**config.mk**
```make
export PLATFORM = sky130hd
export DESIGN_NAME = interval_carrier_timer
export DESIGN_NICKNAME = d
export VERILOG_FILES = /design/src/interval_timer_pkg.sv /design/src/interval_carrier_timer.sv
export SDC_FILE = /design/constraint.sdc
export NUM_CORES = 1
export LEC_CHECK = 0
export BUFFER_PORTS_ARGS = -buffer_cell sky130_fd_sc_hd__buf_2
export CAP_MARGIN = 20
export CORE_MARGIN = 2
export CORE_UTILIZATION = 55
export CTS_CLUSTER_DIAMETER = 50
export DETAILED_ROUTE_END_ITERATION = 10
export GPL_TIMING_DRIVEN = 0
export PLACE_DENSITY_LB_ADDON = 0.15
export SETUP_SLACK_MARGIN = 0.02
export SLEW_MARGIN = 15
export SYNTH_ARGS = -nofsm -noshare
export SYNTH_HDL_FRONTEND = slang
export SYNTH_SLANG_ARGS = --single-unit
```
**constraint.sdc**
```tcl
create_clock -name clk -period 5.2 [get_ports clk]
set_input_delay 1.04 -clock clk [delete_from_list [all_inputs] [get_ports clk]]
set_output_delay 1.04 -clock clk [all_outputs]
set_load 0.01 [all_outputs]
```
**src/interval_timer_pkg.sv**
```systemverilog
package interval_timer_pkg;
  localparam logic [15:0] ADDR_PORT1_DIRECTION = 16'hff21;
  localparam logic [15:0] ADDR_TIMER_UNIT_MODE = 16'hff6c;
  localparam logic [15:0] ADDR_CARRIER_GATE_CONTROL = 16'hff6d;
  localparam logic [15:0] ADDR_CYCLE_COMPARE = 16'hff70;
  localparam logic [15:0] ADDR_DUTY_COMPARE = 16'hff71;
  localparam logic [15:0] ADDR_PORT1_LATCH = 16'hff72;
  localparam logic [15:0] ADDR_COUNTER = 16'hff73;
  localparam logic [7:0] RST_PORT1_DIRECTION = 8'hff;
  localparam logic [7:0] RST_TIMER_UNIT_MODE = 8'h00;
  localparam logic [7:0] RST_CARRIER_GATE_CONTROL = 8'h00;
  localparam logic [7:0] RST_COMPARE = 8'h00;
  localparam logic [7:0] RST_PORT1_LATCH = 8'h00;
  localparam int MODE_ENABLE_BIT = 7;
  localparam int MODE_CKS_HI = 6;
  localparam int MODE_CKS_LO = 4;
  localparam int MODE_MD_HI = 3;
  localparam int MODE_MD_LO = 2;
  localparam int MODE_LEVEL_BIT = 1;
  localparam int MODE_OUT_EN_BIT = 0;
  localparam int CARRIER_REMOTE_BIT = 2;
  localparam int CARRIER_BUFFER_BIT = 1;
  localparam int CARRIER_STATUS_BIT = 0;
  localparam int PIN5 = 5;
  localparam int PIN6 = 6;
  localparam int PRESCALE_WIDTH = 12;
  localparam int SLOW_PRESCALE_WIDTH = 9;
  localparam logic [2:0] CKS_DIV1 = 3'h0;
  localparam logic [2:0] CKS_DIV4 = 3'h1;
  localparam logic [2:0] CKS_DIV16 = 3'h2;
  localparam logic [2:0] CKS_DIV64 = 3'h3;
  localparam logic [2:0] CKS_DIV4096 = 3'h4;
  localparam logic [2:0] CKS_SLOW128 = 3'h5;
  localparam logic [2:0] CKS_SLOW512 = 3'h6;
  localparam logic [2:0] CKS_SLOW1 = 3'h7;
  localparam logic [1:0] MD_INTERVAL = 2'h0;
  localparam logic [1:0] MD_CARRIER = 2'h1;
  localparam logic [1:0] MD_PWM = 2'h2;
  localparam int TRANSFER_DELAY = 2;
endpackage

```
**src/interval_carrier_timer.sv**
```systemverilog
`timescale 1ns/1ps
module interval_carrier_timer
  import interval_timer_pkg::*;
#(
  parameter int DATA_WIDTH = 8
) (
  input wire logic clk,
  input wire logic rst,
  input wire logic [15:0] addr,
  input wire logic [DATA_WIDTH-1:0] wdata,
  input wire logic wr,
  input wire logic rd,
  output logic [DATA_WIDTH-1:0] rdata,
  input wire logic low_speed_osc_clock,
  input wire logic synced_companion_interrupt,
  output logic match_interrupt,
  output logic timer_output_pin,
  output logic remote_output_pin,
  output logic [7:0] port1_out,
  output logic [7:0] port1_oe_n
);
  if (DATA_WIDTH != 8) begin : g_width_check
    $error("interval_carrier_timer supports only 8-bit data");
  end

  logic [7:0] mode_q;
  logic [7:0] carrier_q;
  logic [7:0] dir_q;
  logic [7:0] latch_q;
  logic [7:0] cmp0_q;
  logic [7:0] cmp1_q;
  logic [7:0] cmp1_pend_q;
  logic pend_q;
  logic [7:0] cnt_q;
  logic [PRESCALE_WIDTH-1:0] pre_q;
  logic [SLOW_PRESCALE_WIDTH-1:0] slow_q;
  logic lso_q;
  logic started_q;
  logic out_q;
  logic duty_phase_q;
  logic [1:0] xfer_q;
  logic comp_q;
  logic [7:0] rdata_q;
  logic irq_q;
  logic toh_q;
  logic rem_q;

  wire enable = mode_q[MODE_ENABLE_BIT];
  wire [2:0] cks = mode_q[MODE_CKS_HI:MODE_CKS_LO];
  wire [1:0] md = mode_q[MODE_MD_HI:MODE_MD_LO];
  wire level = mode_q[MODE_LEVEL_BIT];
  wire out_en = mode_q[MODE_OUT_EN_BIT];
  wire remote_en = carrier_q[CARRIER_REMOTE_BIT];
  wire gate_buf = carrier_q[CARRIER_BUFFER_BIT];
  wire gate_status = carrier_q[CARRIER_STATUS_BIT];

  // Low-speed oscillator is taken as a synchronous level; its rising edge is one tick.
  wire lso_rise = low_speed_osc_clock & ~lso_q;
  wire [PRESCALE_WIDTH-1:0] pre_next = pre_q + 1'b1;
  wire [SLOW_PRESCALE_WIDTH-1:0] slow_next = slow_q + 1'b1;
  logic tick;
  always_comb begin
    case (cks)
      CKS_DIV1: tick = 1'b1;
      CKS_DIV4: tick = &pre_q[1:0];
      CKS_DIV16: tick = &pre_q[3:0];
      CKS_DIV64: tick = &pre_q[5:0];
      CKS_DIV4096: tick = &pre_q;
      CKS_SLOW128: tick = lso_rise & (&slow_q[6:0]);
      CKS_SLOW512: tick = lso_rise & (&slow_q);
      CKS_SLOW1: tick = lso_rise;
      default: tick = 1'b0;
    endcase
  end

  wire is_interval = (md == MD_INTERVAL);
  wire is_duty_mode = (md == MD_PWM) || (md == MD_CARRIER);
  // The first count clock after enable is masked, so the first match is N+2 ticks away.
  wire cnt_tick = enable & tick & started_q;
  wire match0 = cnt_tick & (cnt_q == cmp0_q) & ~duty_phase_q;
  // Duty compare is never looked at in interval mode.
  wire match1 = cnt_tick & is_duty_mode & duty_phase_q & (cnt_q == cmp1_q);
  wire cycle_end = is_interval ? (cnt_tick & (cnt_q == cmp0_q)) : match0;
  wire [7:0] cnt_inc = cnt_q + 8'h01;

  wire wr_mode = wr & (addr == ADDR_TIMER_UNIT_MODE);
  wire wr_carrier = wr & (addr == ADDR_CARRIER_GATE_CONTROL);
  wire wr_dir = wr & (addr == ADDR_PORT1_DIRECTION);
  wire wr_latch = wr & (addr == ADDR_PORT1_LATCH);
  wire wr_cmp0 = wr & (addr == ADDR_CYCLE_COMPARE);
  wire wr_cmp1 = wr & (addr == ADDR_DUTY_COMPARE);
  wire [7:0] carrier_wr = {5'h00, wdata[CARRIER_REMOTE_BIT], wdata[CARRIER_BUFFER_BIT], gate_status};

  // Bus interface and configuration registers.
  always_ff @(posedge clk or posedge rst) begin
    if (rst) begin
      mode_q <= RST_TIMER_UNIT_MODE;
      dir_q <= RST_PORT1_DIRECTION;
      latch_q <= RST_PORT1_LATCH;
      cmp0_q <= RST_COMPARE;
    end else begin
      if (wr_mode) mode_q <= wdata;
      if (wr_dir) dir_q <= wdata;
      if (wr_latch) latch_q <= wdata;
      if (wr_cmp0) cmp0_q <= wdata;
    end
  end

  // Duty compare: direct write when stopped, otherwise latched until the old value matches; a write in a matching cycle is lost.
  always_ff @(posedge clk or posedge rst) begin
    if (rst) begin
      cmp1_q <= RST_COMPARE;
      cmp1_pend_q <= RST_COMPARE;
      pend_q <= 1'b0;
    end else if (wr_cmp1 && !enable) begin
      cmp1_q <= wdata;
      pend_q <= 1'b0;
    end else if (wr_cmp1) begin
      cmp1_pend_q <= wdata;
      pend_q <= ~match1;
    end else if (match1 && pend_q) begin
      cmp1_q <= cmp1_pend_q;
      pend_q <= 1'b0;
    end
  end

  // Prescalers keep running so a selected division is always available.
  always_ff @(posedge clk or posedge rst) begin
    if (rst) begin
      pre_q <= '0;
      slow_q <= '0;
      lso_q <= 1'b0;
    end else begin
      pre_q <= pre_next;
      lso_q <= low_speed_osc_clock;
      if (lso_rise) slow_q <= slow_next;
    end
  end

  // Counter and output state.
  always_ff @(posedge clk or posedge rst) begin
    if (rst) begin
      cnt_q <= 8'h00;
      started_q <= 1'b0;
      out_q <= 1'b0;
      duty_phase_q <= 1'b0;
    end else if (!enable) begin
      cnt_q <= 8'h00;
      started_q <= 1'b0;
      out_q <= 1'b0;
      duty_phase_q <= 1'b0;
    end else if (tick && !started_q) begin
      started_q <= 1'b1;
    end else if (cycle_end) begin
      cnt_q <= 8'h00;
      out_q <= ~out_q;
      duty_phase_q <= is_duty_mode;
    end else if (match1) begin
      cnt_q <= cnt_inc;
      out_q <= ~out_q;
      duty_phase_q <= 1'b0;
    end else if (cnt_tick) begin
      cnt_q <= cnt_inc;
    end
  end

  // Gate status follows the buffer two count clocks after the companion interrupt rises.
  always_ff @(posedge clk or posedge rst) begin
    if (rst) begin
      carrier_q <= RST_CARRIER_GATE_CONTROL;
      comp_q <= 1'b0;
      xfer_q <= 2'b00;
    end else begin
      if (wr_carrier) carrier_q <= carrier_wr;
      if (tick) begin
        comp_q <= synced_companion_interrupt;
        xfer_q <= {xfer_q[0], synced_companion_interrupt & ~comp_q};
        if (xfer_q[TRANSFER_DELAY-1]) carrier_q[CARRIER_STATUS_BIT] <= gate_buf;
      end
    end
  end

  // Output pins: disabled output shows the default level, toggled state XORs it.
  wire toh_d = out_en ? (level ^ out_q) : level;
  wire carrier_d = is_interval ? 1'b0 : toh_d;
  wire rem_d = remote_en ? (gate_status & gate_buf & carrier_d) : gate_buf;

  logic [7:0] rdata_d;
  always_comb begin
    case (addr)
      ADDR_TIMER_UNIT_MODE: rdata_d = mode_q;
      ADDR_CARRIER_GATE_CONTROL: rdata_d = carrier_q;
      ADDR_PORT1_DIRECTION: rdata_d = dir_q;
      ADDR_PORT1_LATCH: rdata_d = latch_q;
      ADDR_CYCLE_COMPARE: rdata_d = cmp0_q;
      ADDR_DUTY_COMPARE: rdata_d = pend_q ? cmp1_pend_q : cmp1_q;
      ADDR_COUNTER: rdata_d = cnt_q;
      default: rdata_d = 8'h00;
    endcase
  end

  always_ff @(posedge clk or posedge rst) begin
    if (rst) begin
      rdata_q <= 8'h00;
      irq_q <= 1'b0;
      toh_q <= 1'b0;
      rem_q <= 1'b0;
    end else begin
      rdata_q <= rd ? rdata_d : 8'h00;
      irq_q <= cycle_end;
      toh_q <= toh_d;
      rem_q <= rem_d;
    end
  end

  // Direction 0 drives the pin; timer outputs are ORed with the latch on pins 5 and 6.
  logic [7:0] pout_q;
  always_ff @(posedge clk or posedge rst) begin
    if (rst) begin
      pout_q <= 8'h00;
    end else begin
      pout_q <= latch_q;
      pout_q[PIN5] <= latch_q[PIN5] | toh_d;
      pout_q[PIN6] <= latch_q[PIN6] | rem_d;
    end
  end

  logic [7:0] oe_q;
  always_ff @(posedge clk or posedge rst) begin
    if (rst) oe_q <= RST_PORT1_DIRECTION;
    else oe_q <= dir_q;
  end

  assign rdata = rdata_q;
  assign match_interrupt = irq_q;
  assign timer_output_pin = toh_q;
  assign remote_output_pin = rem_q;
  assign port1_out = pout_q;
  assign port1_oe_n = oe_q;

  interval_match_a: assert property (@(posedge clk) disable iff (rst)
    (enable && is_interval && cnt_tick && cnt_q == cmp0_q) |=> match_interrupt && cnt_q == 8'h00)
    else $error("interval match did not interrupt and clear");
  stop_clears_a: assert property (@(posedge clk) disable iff (rst)
    !enable |=> cnt_q == 8'h00 ##1 !match_interrupt)
    else $error("stopped timer not cleared");
  stop_default_a: assert property (@(posedge clk) disable iff (rst)
    !enable ##1 !enable |=> timer_output_pin == $past(level))
    else $error("timer output not at default when stopped");
  square_toggle_a: assert property (@(posedge clk) disable iff (rst)
    (is_interval && out_en && cycle_end && $stable(mode_q)) |=> out_q != $past(out_q))
    else $error("output did not toggle on match");
  count_step_a: assert property (@(posedge clk) disable iff (rst)
    (cnt_tick && !cycle_end && !match1) |=> cnt_q == $past(cnt_q) + 8'h01)
    else $error("counter did not step by one");
  duty_ignored_a: assert property (@(posedge clk) disable iff (rst)
    (is_interval && cnt_tick && cnt_q == cmp1_q && cnt_q != cmp0_q) |=>
    !match_interrupt && cnt_q == $past(cnt_q) + 8'h01)
    else $error("duty match in interval mode");
  remote_pin_a: assert property (@(posedge clk) disable iff (rst)
    !remote_en |=> remote_output_pin == $past(gate_buf))
    else $error("remote pin wrong");
  status_ro_a: assert property (@(posedge clk) disable iff (rst)
    (wr_carrier && !(tick && xfer_q[1])) |=> gate_status == $past(gate_status))
    else $error("status bit written by software");
endmodule

```
==> flow_summary.yaml <==
run_status:
  status: "complete, no violations"
critical_path:
  arrival_ps: 3300
  worst-endpoint-required_ps: 5560
  critPathKind: "primary input to flip-flop"
  cp_max_fo: 10
  startpoint_type: "primary input"
  end_kind: "flip-flop"
timing:
  fmax_mhz: 339
  hold_viol: 0
  period_minus_slack_ps: 2950
  fin_skew_ps: 9.05
  period_share_pct: 56.6
  relSlewSlack_pct: 22.6
  setup_violations: 0
  setup_tns_ps: 0
  rsz0062_at_grt: "no"
  tightest_slew_ps: 1150
  final_max_slew_viol_count: 0
job:
  maxCapViolations: 0
global_routing:
  grt_overflow: 0
  grt_pass1_vias: 3832
  grt_max_degree: 67
  grt_antenna_before_repair: 0
  grt_usage_pct: 25.8
  grt_pass1_wl_um: 19800
clock_network:
  cts_hold_buf: 0
  cts_num_sinks: 115
  post-cts-setup-buffer-count: 0
  clockRootBuffer: "clkbuf_8"
  cts_tree: "built"
  numCtsBuffers: 17
  clk_pin_slew_worst_paths_ps: 60
  cts-resized-gates: 0
  clock_latency_ps: 530
  clockBufferDepth: 2
  ctsHtreeMaxLevel: 4
yosys:
  dominantRegCellSynth: "dfrtp_1"
  synth_top_family_by_area: "multiplexers"
  yosys.area_share.simple_pct: 12.7
  syn_inst: 447
  async_flop_share_pct: 100
  yosys.cell_types.count: 52
  yosysTopAreaCell: "dfrtp_1"
  syn_avg_cell_area_sq_um: 11.9
  ys_seq_area_share_pct: 54.7
  synth_compound_area_share_pct: 8.97
  synth_area_leaders: "dfrtp_1, mux2_2, dfstp_2"
  yosysWarnings: 0
  synth.top_cell.area_share_pct: 46.7
  synth_seq_cells: 115
  synth_edf_count: 0
  syn_area_sq_um: 5300
  synthAdderAreaFrac_pct: 1.18
  synth_xor_area_share_pct: 5.62
  synthMuxAreaShare_pct: 14.6
  syn-num-nets: 482
die:
  io_pins: 57
  start_util_pct: 57.1
  die_h_um: 102
  num_rows: 35
  core_area_sq_um: 9280
  design.die.area_sq_um: 10400
  fp.dieW_um: 102
detailed_routing:
  routed_wirelength_um: 12200
  final_antenna_net_count: 0
  drc: 0
  drt_iter0_drc: 195
  wl_per_cell_um: 18.4
  num_vias: 3814
  drt-pass1-iter-count: 5
  vias_per_cell: 5.74
pwr:
  p_leak_nw: 3.06
  peakVddDrop_uv: 233
  power.density_nw_per_um2: 342
final_layout:
  synthToLayoutAreaGrowth_pct: 19.7
  final_util_pct: 68.4
  nets: 557
  num_antenna_cells: 0
  fin_area_sq_um: 6350
  mostFrequentLayoutCells: "dfrtp_1, buf_2, mux2_2, nor2_1, nand2_1"
  layout_commonest_cell: "dfrtp_1"
  drive_gt1_share_pct: 31.8
worst_hold_path:
  hp-class: "flip-flop to flip-flop"
place:
  place_hpwl_um: 8240
  place.gp.congestion: 0.906
  place_area_sq_um: 5770
  port-buffer-count: 55
## Yosys cell counts, types with 9 or more instances
library cell	instances
clkbuf_1	11
nand3_1	13
nor2_1	30
dfrtp_1	99
o22ai_1	9
a21oi_1	20
dfstp_2	16
nand4_1	12
xor2_1	21
nand2_1	28
mux2i_1	21
inv_1	12
mux2_2	50
xnor2_1	13
a221oi_1	14
## state kept, by name, indices dropped and copies added (netlist names), 2 cells and up
register / flops
latch_q: 8
rdata: 8
xfer_q: 2
cnt_q: 8
port1_out: 8
slow_q: 9
dir_q: 8
mode_q: 8
cmp0_q: 8
cmp1_pend_q: 8
pre_q: 12
port1_oe_n: 8
cmp1_q: 8
carrier_q: 3
## stage by stage
step,cells,setup WS [ps],total power [mW],hold slack [ps]
2_1_floorplan,447,1140,1.01,359
3_3_place_gp,631,-71.2,1.04,366
3_5_place_dp,632,1760,1.05,367
4_1_cts,664,2290,2.19,378
5_1_grt,664,2130,2.25,381
6_report,664,2250,2.17,376
## layer usage
metal | track usage [%] | vias to the layer above | routed length [um]
li1 | - | 1779 | -
met1 | 32.1 | 1908 | 5000
met2 | 44.1 | 109 | 6370
met3 | 6.50 | 18 | 636
met4 | 8.51 | 0 | 175
met5 | 0 | - | 0
## kinds of logic after synthesis
family,count (synthesis)
flops,115
fa+ha+maj,5
buf+inv,30
simple gates,125
xor+xnor,34
compound gates,67
mux,71
## final timing paths
path                            startpoint             to  slack, ps  cells past startpoint
worst max-delay path               addr[5]       rdata[5]       2250                      7
worst min-delay path              dir_q[5]  port1_oe_n[5]        380                      0
worst max register to register   slow_q[0]      cmp1_q[2]       2320                     11
worst min register to register    dir_q[5]  port1_oe_n[5]        380                      0
max in group asynchronous              rst       dir_q[0]       3950                      3
min in group asynchronous              rst       rdata[6]        550                      2
## worst max-delay path, cell delays in order
cell,delay (ps)
buf_2,90
and4b_1,230
and4_1,270
and3_1,160
clkbuf_1,290
o41ai_2,1060
nor2_1,160
## report_power, final
part	total [mW]	internal [mW]	switching, mW	leakage [nW]
Combinational	0.0871	0.0363	0.0508	1.26
Sequential	0.945	0.920	0.0250	1.52
Clock	1.14	0.659	0.480	0.280
Total	2.17	1.61	0.556	3.06
## layout make-up
class / count / area (sq um)
fillers: 715 / 2940
repair buffers: 56 / 303
clock buffers: 17 / 414
multi-input cells: 302 / 2280
clock inverters: 15 / 163
plain buffers: 16 / 70.1
well taps: 129 / 161
inverters: 14 / 57.6
flip-flops and latches: 115 / 2900
Power figures use the tool's default switching activity.
